[config.mk]
export PLATFORM = sky130hd
export DESIGN_NAME = dss_sequencer
export DESIGN_NICKNAME = d
export VERILOG_FILES = /design/src/dss_pkg.sv /design/src/dss_sequencer.sv
export VERILOG_INCLUDE_DIRS = /design/src
export SDC_FILE = /design/constraint.sdc
export NUM_CORES = 1
export LEC_CHECK = 0
export ABC_AREA = 1
export BUFFER_PORTS_ARGS = -buffer_cell sky130_fd_sc_hd__buf_2
export CORE_UTILIZATION = 43
export DETAILED_ROUTE_END_ITERATION = 8
export GPL_TIMING_DRIVEN = 0
export SETUP_SLACK_MARGIN = 0.3
export SYNTH_ARGS = -nofsm -noshare
export SYNTH_HDL_FRONTEND = slang
export SYNTH_SLANG_ARGS = --single-unit
[constraint.sdc]
create_clock -name clk -period 5.55 [get_ports clk]
set_input_delay 1.11 -clock clk [delete_from_list [all_inputs] [get_ports clk]]
set_output_delay 1.11 -clock clk [all_outputs]
set_load 0.05 [all_outputs]
[src/dss_consts.svh]
// constants for the disk seek and sector sequencer
`ifndef DSS_CONSTS_SVH
`define DSS_CONSTS_SVH
`define DSS_CLK_MHZ 125
`define DSS_SETTLE_MS 15
`define DSS_SETTLE_CYC (`DSS_SETTLE_MS * 1000 * `DSS_CLK_MHZ)
`define DSS_RATE_MS0 3
`define DSS_RATE_MS1 6
`define DSS_RATE_MS2 10
`define DSS_RATE_MS3 15
`define DSS_PULSE_US 4
`define DSS_PULSE_CYC (`DSS_PULSE_US * `DSS_CLK_MHZ)
`define DSS_RESTORE_MAX 8'hFF
`define DSS_TRACK_MAX 8'h4C
`define DSS_REV_LIMIT 3'h4
`define DSS_SIDE_LIMIT 3'h5
`define DSS_DAM_SD 6'h1E
`define DSS_DAM_DD 6'h2B
`define DSS_SPT 8'h1A
`define DSS_MR_CMD 8'h03
`define DSS_ST_LOST 2
`define DSS_ST_CRC 3
`define DSS_ST_SEEK 4
`define DSS_ST_DEL 5
`define DSS_ST_NRDY 7
`endif

[src/dss_pkg.sv]
// types for the disk seek and sector sequencer
package dss_pkg;
  typedef enum logic [3:0] {
    DS_IDLE, DS_DECIDE, DS_PULSE, DS_RATE, DS_POST, DS_SETTLE,
    DS_HWAIT, DS_VERIFY, DS_IDSRCH, DS_DAM, DS_DATA
  } dss_state_t;
endpackage : dss_pkg

[src/dss_sequencer.sv]
// disk seek and sector sequencer core
// Functional notes
// - verify: load head, wait 15 ms, wait head settled, read first ID
// - verify match with good CRC: interrupt, clear busy
// - verify mismatch with good CRC: interrupt, seek error, clear busy
// - verify match with bad CRC: set CRC error, try next ID
// - verify without good ID in four revolutions: abort with interrupt
// - step commands change track register only when update flag set
// - restore steps until track zero low, then clears track, interrupts
// - restore gives up after 255 pulses with seek error
// - master reset release runs a restore
// - seek steps toward data register, updating track until equal
// - step repeats previous direction, waits rate, verifies when verify flag set, interrupts
// - step-in toward track 76, step-out toward track 0
// - sector command sets busy, loads head, optional 15 ms settle
// - ID search compares track then sector, needs good ID CRC
// - no matching ID in four revolutions sets record not found
// - multi-sector advances sector until past track end or forced stop
// - side compare against side flag, five index pulses limit
// - side select output follows side flag at sector command start
// - data mark within 30 or 43 bytes else record not found
// - each assembled byte goes to holding register with byte request
// - overwritten unread byte sets lost data
// - bad data CRC sets CRC error and ends command
// - completion raises interrupt and clears busy
// - sector command without drive ready interrupts, not executed
// - deleted data mark recorded in status bit 5
`timescale 1ns/1ps
`default_nettype none
`include "dss_consts.svh"
module dss_sequencer import dss_pkg::*; #(
  parameter int SETTLE_CYC = `DSS_SETTLE_CYC,
  parameter int RATE_CYC0 = `DSS_RATE_MS0 * 1000 * `DSS_CLK_MHZ,
  parameter int RATE_CYC1 = `DSS_RATE_MS1 * 1000 * `DSS_CLK_MHZ,
  parameter int RATE_CYC2 = `DSS_RATE_MS2 * 1000 * `DSS_CLK_MHZ,
  parameter int RATE_CYC3 = `DSS_RATE_MS3 * 1000 * `DSS_CLK_MHZ,
  parameter bit SIDE_OUT_VARIANT = 1'b0
) (
  input wire logic clk,
  input wire logic reset,
  input wire logic master_reset_n,
  input wire logic cmd_wr,
  input wire logic [7:0] cmd_in,
  input wire logic track_wr,
  input wire logic sector_wr,
  input wire logic data_wr,
  input wire logic [7:0] wr_data,
  input wire logic data_rd,
  input wire logic drive_ready,
  input wire logic track_zero_in,
  input wire logic head_settled_in,
  input wire logic index_pulse,
  input wire logic double_density,
  input wire logic byte_tick,
  input wire logic id_valid,
  input wire logic [7:0] id_track,
  input wire logic [7:0] id_side,
  input wire logic [7:0] id_sector,
  input wire logic [1:0] id_len,
  input wire logic id_crc_ok,
  input wire logic dam_valid,
  input wire logic dam_deleted,
  input wire logic rd_valid,
  input wire logic [7:0] rd_byte,
  input wire logic data_end,
  input wire logic data_crc_ok,
  output logic busy,
  output logic completion_irq,
  output logic byte_request,
  output logic [7:0] status,
  output logic [7:0] track_reg,
  output logic [7:0] sector_reg,
  output logic [7:0] data_reg,
  output logic [7:0] data_holding_reg,
  output logic step_out,
  output logic dir_out,
  output logic head_load_out,
  output logic side_select_out
);
  // ************************************************
  // decode helpers
  // ************************************************
  function automatic logic is_type1(input logic [7:0] c);
    return c[7] == 1'b0;
  endfunction : is_type1

  function automatic logic [21:0] rate_cyc(input logic [1:0] r);
    case (r)
      2'h0: return 22'(RATE_CYC0);
      2'h1: return 22'(RATE_CYC1);
      2'h2: return 22'(RATE_CYC2);
      default: return 22'(RATE_CYC3);
    endcase
  endfunction : rate_cyc

  // ************************************************
  // state
  // ************************************************
  dss_state_t st_r, st_nxt;
  logic [7:0] cmd_r, cmd_nxt, trk_r, trk_nxt, sec_r, sec_nxt, dat_r, dat_nxt;
  logic [7:0] dh_r, dh_nxt, steps_r, steps_nxt;
  logic [7:2] stat_r, stat_nxt;
  logic busy_r, busy_nxt, irq_r, irq_nxt, drq_r, drq_nxt;
  logic step_r, step_nxt, dir_r, dir_nxt, hld_r, hld_nxt, sso_r, sso_nxt;
  logic side_seen_r, side_seen_nxt, mrn_r;
  logic [21:0] cnt_r, cnt_nxt;
  logic [2:0] idx_r, idx_nxt;
  logic [10:0] bytes_r, bytes_nxt;
  logic [5:0] gap_r, gap_nxt;
  logic side_ok, trk_ok, sec_ok, do_start;
  logic [7:0] start_cmd;

  always_comb begin
    do_start = 1'b0;
    start_cmd = cmd_in;
    st_nxt = st_r;
    cmd_nxt = cmd_r;
    trk_nxt = track_wr ? wr_data : trk_r;
    sec_nxt = sector_wr ? wr_data : sec_r;
    dat_nxt = data_wr ? wr_data : dat_r;
    dh_nxt = dh_r;
    steps_nxt = steps_r;
    stat_nxt = stat_r;
    busy_nxt = busy_r;
    irq_nxt = irq_r;
    drq_nxt = drq_r && !data_rd;
    step_nxt = step_r;
    dir_nxt = dir_r;
    hld_nxt = hld_r;
    sso_nxt = sso_r;
    side_seen_nxt = side_seen_r;
    cnt_nxt = (cnt_r != 22'h0) ? cnt_r - 22'h1 : cnt_r;
    idx_nxt = idx_r;
    bytes_nxt = bytes_r;
    gap_nxt = gap_r;
    trk_ok = id_track == trk_r;
    sec_ok = id_sector == sec_r;
    // the 'b' variant drives the side pin instead of comparing
    side_ok = SIDE_OUT_VARIANT || !cmd_r[1] || (id_side[0] == cmd_r[3]);
    if (master_reset_n && !mrn_r) begin
      do_start = 1'b1;
      start_cmd = `DSS_MR_CMD;
    end else if (cmd_wr && master_reset_n) begin
      do_start = 1'b1;
    end
    if (!master_reset_n) begin
      st_nxt = DS_IDLE;
      busy_nxt = 1'b0;
      step_nxt = 1'b0;
    end else if (do_start && start_cmd[7:4] == 4'hD) begin
      // force interrupt: status bits kept, busy dropped
      st_nxt = DS_IDLE;
      busy_nxt = 1'b0;
      step_nxt = 1'b0;
      irq_nxt = start_cmd[3:0] != 4'h0;
    end else if (do_start && !busy_r) begin
      cmd_nxt = start_cmd;
      irq_nxt = 1'b0;
      stat_nxt = '0;
      drq_nxt = 1'b0;
      steps_nxt = 8'h0;
      idx_nxt = 3'h0;
      side_seen_nxt = 1'b0;
      if (is_type1(start_cmd)) begin
        busy_nxt = 1'b1;
        hld_nxt = start_cmd[3];
        st_nxt = DS_DECIDE;
      end else if (start_cmd[7:5] == 3'b100 && drive_ready) begin
        busy_nxt = 1'b1;
        hld_nxt = 1'b1;
        if (SIDE_OUT_VARIANT) sso_nxt = start_cmd[1];
        cnt_nxt = 22'(SETTLE_CYC);
        st_nxt = start_cmd[2] ? DS_SETTLE : DS_HWAIT;
      end else begin
        // not ready, or a command this sequencer does not run
        stat_nxt[`DSS_ST_NRDY] = !drive_ready;
        irq_nxt = 1'b1;
      end
    end else begin
      case (st_r)
        DS_IDLE: begin
        end
        DS_DECIDE: begin
          if (cmd_r[7:4] == 4'h0) begin
            if (!track_zero_in) begin
              trk_nxt = 8'h0;
              st_nxt = DS_POST;
            end else if (steps_r == `DSS_RESTORE_MAX) begin
              stat_nxt[`DSS_ST_SEEK] = 1'b1;
              busy_nxt = 1'b0;
              irq_nxt = 1'b1;
              st_nxt = DS_IDLE;
            end else begin
              dir_nxt = 1'b0;
              st_nxt = DS_PULSE;
            end
          end else if (cmd_r[7:4] == 4'h1) begin
            if (trk_r == dat_r) begin
              st_nxt = DS_POST;
            end else begin
              dir_nxt = dat_r > trk_r;
              trk_nxt = (dat_r > trk_r) ? trk_r + 8'h1 : trk_r - 8'h1;
              st_nxt = DS_PULSE;
            end
          end else begin
            if (cmd_r[6:5] == 2'b10) dir_nxt = 1'b1;
            if (cmd_r[6:5] == 2'b11) dir_nxt = 1'b0;
            // plain step keeps dir_r from the previous step
            if (cmd_r[4]) begin
              if (cmd_r[6:5] == 2'b01) begin
                trk_nxt = dir_r ? trk_r + 8'h1 : trk_r - 8'h1;
              end else begin
                trk_nxt = cmd_r[5] ? trk_r - 8'h1 : trk_r + 8'h1;
              end
            end
            st_nxt = DS_PULSE;
          end
          cnt_nxt = 22'(`DSS_PULSE_CYC);
          step_nxt = (st_nxt == DS_PULSE);
        end
        DS_PULSE: begin
          if (cnt_r == 22'h1) begin
            step_nxt = 1'b0;
            steps_nxt = steps_r + 8'h1;
            cnt_nxt = rate_cyc(cmd_r[1:0]);
            st_nxt = DS_RATE;
          end
        end
        DS_RATE: begin
          if (cnt_r == 22'h1) begin
            st_nxt = (cmd_r[7:5] == 3'b000) ? DS_DECIDE : DS_POST;
          end
        end
        DS_POST: begin
          if (cmd_r[2]) begin
            hld_nxt = 1'b1;
            cnt_nxt = 22'(SETTLE_CYC);
            st_nxt = DS_SETTLE;
          end else begin
            busy_nxt = 1'b0;
            irq_nxt = 1'b1;
            st_nxt = DS_IDLE;
          end
        end
        DS_SETTLE: begin
          if (cnt_r <= 22'h1) st_nxt = DS_HWAIT;
        end
        DS_HWAIT: begin
          if (head_settled_in) begin
            idx_nxt = 3'h0;
            st_nxt = is_type1(cmd_r) ? DS_VERIFY : DS_IDSRCH;
          end
        end
        DS_VERIFY: begin
          if (id_valid && id_crc_ok) begin
            stat_nxt[`DSS_ST_SEEK] = !trk_ok;
            busy_nxt = 1'b0;
            irq_nxt = 1'b1;
            st_nxt = DS_IDLE;
          end else begin
            // a bad ID may share its cycle with the index; the limit must still end the wait
            if (id_valid && trk_ok) stat_nxt[`DSS_ST_CRC] = 1'b1;
            if (index_pulse && idx_r == `DSS_REV_LIMIT - 3'h1) begin
              busy_nxt = 1'b0;
              irq_nxt = 1'b1;
              st_nxt = DS_IDLE;
            end
          end
          if (index_pulse) idx_nxt = idx_r + 3'h1;
        end
        DS_IDSRCH: begin
          if (index_pulse) idx_nxt = idx_r + 3'h1;
          if (id_valid && side_ok) side_seen_nxt = 1'b1;
          if (id_valid && trk_ok && sec_ok && side_ok && id_crc_ok) begin
            bytes_nxt = 11'h080 << id_len;
            gap_nxt = 6'h0;
            st_nxt = DS_DAM;
          end else if (index_pulse && (idx_nxt == `DSS_SIDE_LIMIT
              || (idx_nxt == `DSS_REV_LIMIT && (side_seen_nxt || !cmd_r[1])))) begin
            stat_nxt[`DSS_ST_SEEK] = 1'b1;
            busy_nxt = 1'b0;
            irq_nxt = 1'b1;
            st_nxt = DS_IDLE;
          end
        end
        DS_DAM: begin
          if (dam_valid) begin
            stat_nxt[`DSS_ST_DEL] = dam_deleted;
            st_nxt = DS_DATA;
          end else if (byte_tick) begin
            gap_nxt = gap_r + 6'h1;
            if (gap_nxt == (double_density ? `DSS_DAM_DD : `DSS_DAM_SD)) begin
              stat_nxt[`DSS_ST_SEEK] = 1'b1;
              busy_nxt = 1'b0;
              irq_nxt = 1'b1;
              st_nxt = DS_IDLE;
            end
          end
        end
        DS_DATA: begin
          if (rd_valid && bytes_r != 11'h0) begin
            dh_nxt = rd_byte;
            drq_nxt = 1'b1;
            bytes_nxt = bytes_r - 11'h1;
            if (drq_r && !data_rd) stat_nxt[`DSS_ST_LOST] = 1'b1;
          end
          if (data_end) begin
            if (!data_crc_ok || !cmd_r[4]) begin
              stat_nxt[`DSS_ST_CRC] = !data_crc_ok;
              busy_nxt = 1'b0;
              irq_nxt = 1'b1;
              st_nxt = DS_IDLE;
            end else begin
              sec_nxt = sec_r + 8'h1;
              idx_nxt = 3'h0;
              st_nxt = DS_IDSRCH;
              if (sec_nxt > `DSS_SPT) begin
                stat_nxt[`DSS_ST_SEEK] = 1'b1;
                busy_nxt = 1'b0;
                irq_nxt = 1'b1;
                st_nxt = DS_IDLE;
              end
            end
          end
        end
        default: st_nxt = DS_IDLE;
      endcase
    end
  end

  always_ff @(posedge clk) begin
    if (reset) begin
      st_r <= DS_IDLE;
      {cmd_r, trk_r, sec_r, dat_r, dh_r, steps_r} <= '0;
      stat_r <= '0;
      {busy_r, irq_r, drq_r, step_r, dir_r, hld_r, sso_r, side_seen_r} <= '0;
      mrn_r <= 1'b1;
      cnt_r <= '0;
      idx_r <= '0;
      bytes_r <= '0;
      gap_r <= '0;
    end else begin
      st_r <= st_nxt;
      {cmd_r, trk_r, sec_r, dat_r, dh_r, steps_r} <=
        {cmd_nxt, trk_nxt, sec_nxt, dat_nxt, dh_nxt, steps_nxt};
      stat_r <= stat_nxt;
      {busy_r, irq_r, drq_r, step_r, dir_r, hld_r, sso_r, side_seen_r} <=
        {busy_nxt, irq_nxt, drq_nxt, step_nxt, dir_nxt, hld_nxt, sso_nxt, side_seen_nxt};
      mrn_r <= master_reset_n;
      cnt_r <= cnt_nxt;
      idx_r <= idx_nxt;
      bytes_r <= bytes_nxt;
      gap_r <= gap_nxt;
    end
  end

  assign busy = busy_r;
  assign completion_irq = irq_r;
  assign byte_request = drq_r;
  assign status = {stat_r, drq_r, busy_r};
  assign track_reg = trk_r;
  assign sector_reg = sec_r;
  assign data_reg = dat_r;
  assign data_holding_reg = dh_r;
  assign step_out = step_r;
  assign dir_out = dir_r;
  assign head_load_out = hld_r;
  assign side_select_out = sso_r;
endmodule : dss_sequencer
`default_nettype wire

==> metrics.md <==
| Metric | Value |
|---|---|
| Max FO, Critical Path | `10` |
| Max_cap viols | `0` |
| EDFF count, synth | `0` |
| Buf+Inv Stages, Crit Path | `3` |
| Clk_skew | `0.0104 ns` |
| Synth top cells by count | `nand2_1, nor2_1, inv_1` |
| # placed instances | `1534` |
| Adder-cell share of the synthesized area | `3.85%` |
| Sequential share of the synthesized area | `28.7%` |
| Pin count of the biggest net entering global routing | `19` |
| GR Util met1 | `39.8%` |
| Largest registers | `cnt_r (22), bytes_r (11)` |
| CP Capture Type | `flip-flop` |
| Vias in the first global route | `7217` |
| CP Class | `in2reg` |
| Final setup TNS | `0 ns` |
| Worst slew pin tran | `0.739 ns` |
| Post-synth top area cell | `dfxtp_1` |
| Synth Warn # | `0` |
| Post-CTS Setup Repair Bufs | `0` |
| Number of nets in the layout | `1419` |
| Post_cts resized | `0` |
| Clk slew on worst S/H paths | `0.08 ns` |
| Die ar. | `17900 um2` |
| Seq cells post-synth | `107` |
| CTS Hold Buffers Added | `0` |
| Worst vdd ir | `0.000239 V` |
| Netlist cell types | `45` |
| Flip-flop and latch area | `2140 um2` |
| Pleak | `4.19 nW` |
| RSZ-0062 raised after global routing | `false` |
| Achievable Freq | `346 MHz` |
| # DRC | `0` |
| Final GP Congestion | `0.970` |
| Die height | `134 um` |
| Slew HR | `50.7%` |
| Largest cells by area after synthesis | `dfxtp_1, nand2_1, nor2_1, inv_1, o21ai_0` |
| Cells after synthesis | `1205` |
| CP delay by family, top | `simple AND/OR/NAND/NOR gates` |
| Num rows | `47` |
| Avg WL per Cell | `15.3 um` |
| FILL cells | `1819` |
| Area fraction in compound gates after synthesis | `15.9%` |
| Violation count after the first detailed-routing iteration | `574` |
| Grt peak-use layer | `met2` |
| Syn Std Cell Area | `7470 um2` |
| Aggregate global routing overflow | `0` |
| First-pass GRT wire length | `38.2 mm` |
| Power Density | `317 nW/um2` |
| Largest family of logic cells by synthesized area | `simple AND/OR/NAND/NOR gates` |
| Max reg flops | `22` |
| Layout cells sized above 1 | `13.4%` |
| Avg Cell Area, Syn | `6.20 um2` |
| Die X | `134 um` |
| Syn-to-layout area delta | `15.1%` |
| Status | `complete, no violations` |
| Crit share post-route | `52.0%` |
| H-tree level count | `3` |
| Initial DRT Pass Iterations | `6` |
| Initial antenna violation count | `0` |
| Diode count | `0` |
| Core Box Area | `16800 um2` |
| I/O Pins | `118` |
| Biggest register | `cnt_r` |
| Mux contribution to synthesized area | `0%` |
| Worst min-delay path category | `reg2reg` |
| CTS tree | `built` |
| Final HPWL DP | `18.6 mm` |
| Met3 Use GR | `4.46%` |
| Final setup violation count | `0` |
| Max clock buf depth | `2` |
| Final WL | `23.7 mm` |
| Post-Route Utilization | `51.3%` |
| Hold slack final | `0.459 ns` |
| CTS Root Cell | `clkbuf_16` |
| Most used cell, CP | `nor2_1` |
| Tot Pwr | `0.00272 W` |
| Final ANT Viol Nets | `0` |
| Fin cells | `1550` |
| Simple-gate area share of the yosys netlist | `37.1%` |
| Crit path required time | `5.82 ns` |
| WP data arrival | `3.15 ns` |
| GRT Total Usage | `27.1%` |
| Num CTS Buffers | `9` |
| Ys async rst share | `0%` |
| Count leader, synth | `nand2_1` |
| Vias | `8027` |
| Vias per cell | `5.18` |
| Crit-path slowest cell | `nor2_1` |
| PortBufs | `108` |
| Xor and xnor area share after synthesis | `5.04%` |
| M2 GR Usage | `41.2%` |
| Final Hold Vio Count | `0` |
| Type of origin of the critical path | `primary input` |
| Clock latency at the later pin of the worst-skew pair | `0.37 ns` |
| Multi-input logic area | `4640 um2` |
| Main flop type after synthesis | `dfxtp_1` |
| # clock sinks | `107` |
| Min Tclk post-route | `2.89 ns` |
| Slowest stage delay, CP | `0.52 ns` |
| Cell Chain, Critical Path | `buf_2 -> nand2_2 -> inv_2 -> nor2_1 -> nand4_1 -> nand2_2 -> nor2_8 -> nand2_4 -> nor2_1 -> inv_2 -> nor2_1 -> nor2_1` |
| Post-synth top area share | `28.7%` |
| Final slew viol count | `0` |
| Starting Density | `44.6%` |
-- tightest hold or removal path, stage by stage (launching register included) --
cell and delay [ns]:
dfxtp_1 0.32, inv_1 0.05, a21oi_1 0.06
-- per-layer routing --
metal  part of all wire, %  routed length [um]  up-vias
met4                   1.2                 280        0
met3                   6.6                1560       16
met2                    43               10200      273
met5                     0                   0        -
met1                    49               11600     3564
li1                      -                   -     4174
-- kinds of logic (layout without fill, tap and decap cells) --
| group | Yosys count | in the layout |
|---|---|---|
| compound gates | 214 | 214 |
| xor+xnor | 43 | 43 |
| fa+ha+maj | 23 | 23 |
| buf+inv | 175 | 299 |
| flops | 107 | 107 |
| other cells | 1 | 2 |
| simple gates | 642 | 642 |
-- placed cells by master (no fill, tap or decap), types with 3 or more instances in the layout --
cell type  instances
buf_4              5
inv_6              3
nand2_1          290
nor2_1           191
o31ai_1            4
nand3_1           83
xor2_1            28
nor2_4             3
o21ai_2            3
a211oi_1          12
clkbuf_16          9
or2_2              3
dfxtp_1          107
clkbuf_1          11
inv_2              6
xnor2_1           15
nor3_1            21
o21ai_0           88
buf_2            117
a31oi_1           10
ha_1              23
nand3b_1           3
inv_1            141
o211ai_1           5
nand4_1           22
a21oi_1           83
nand2_2            7
nor4_1             4
-- metrics by stage --
step                area [um2]  setup WS, ns
floorplan                 7470          3.04
global placement          8290          2.25
detailed placement        8290          2.25
CTS                       8600          2.64
global route              8600          2.42
finish                    8600          2.66
-- cell type report --
class                           count  area share [%]
Buffer                             26            1.57
Clock buffer                       10            2.78
Clock inverter                      6           0.815
Inverter                          149            6.51
Multi-Input combinational cell    924            53.9
Sequential cell                   107            24.9
Tap cell                          220            3.20
Timing Repair Buffer              108            6.29
-- final timing paths --
path | startpoint | to | slack, ns | cells after the start
setup / recovery | master_reset_n | data_holding_reg[7] | 2.66 | 12
hold / removal | completion_irq | completion_irq | 0.46 | 2
setup reg to reg | track_reg[4] | gap_r[3] | 3.18 | 15
hold reg to reg | completion_irq | completion_irq | 0.46 | 2
-- where the power goes --
group          internal (W)  leakage [nW]  switching (W)  total, W
sequential         0.000860         0.874      0.0000901  0.000950
clock              0.000368         0.154       0.000322  0.000690
combinational      0.000366          3.17       0.000717   0.00108
(Power assumes the default switching activity.)
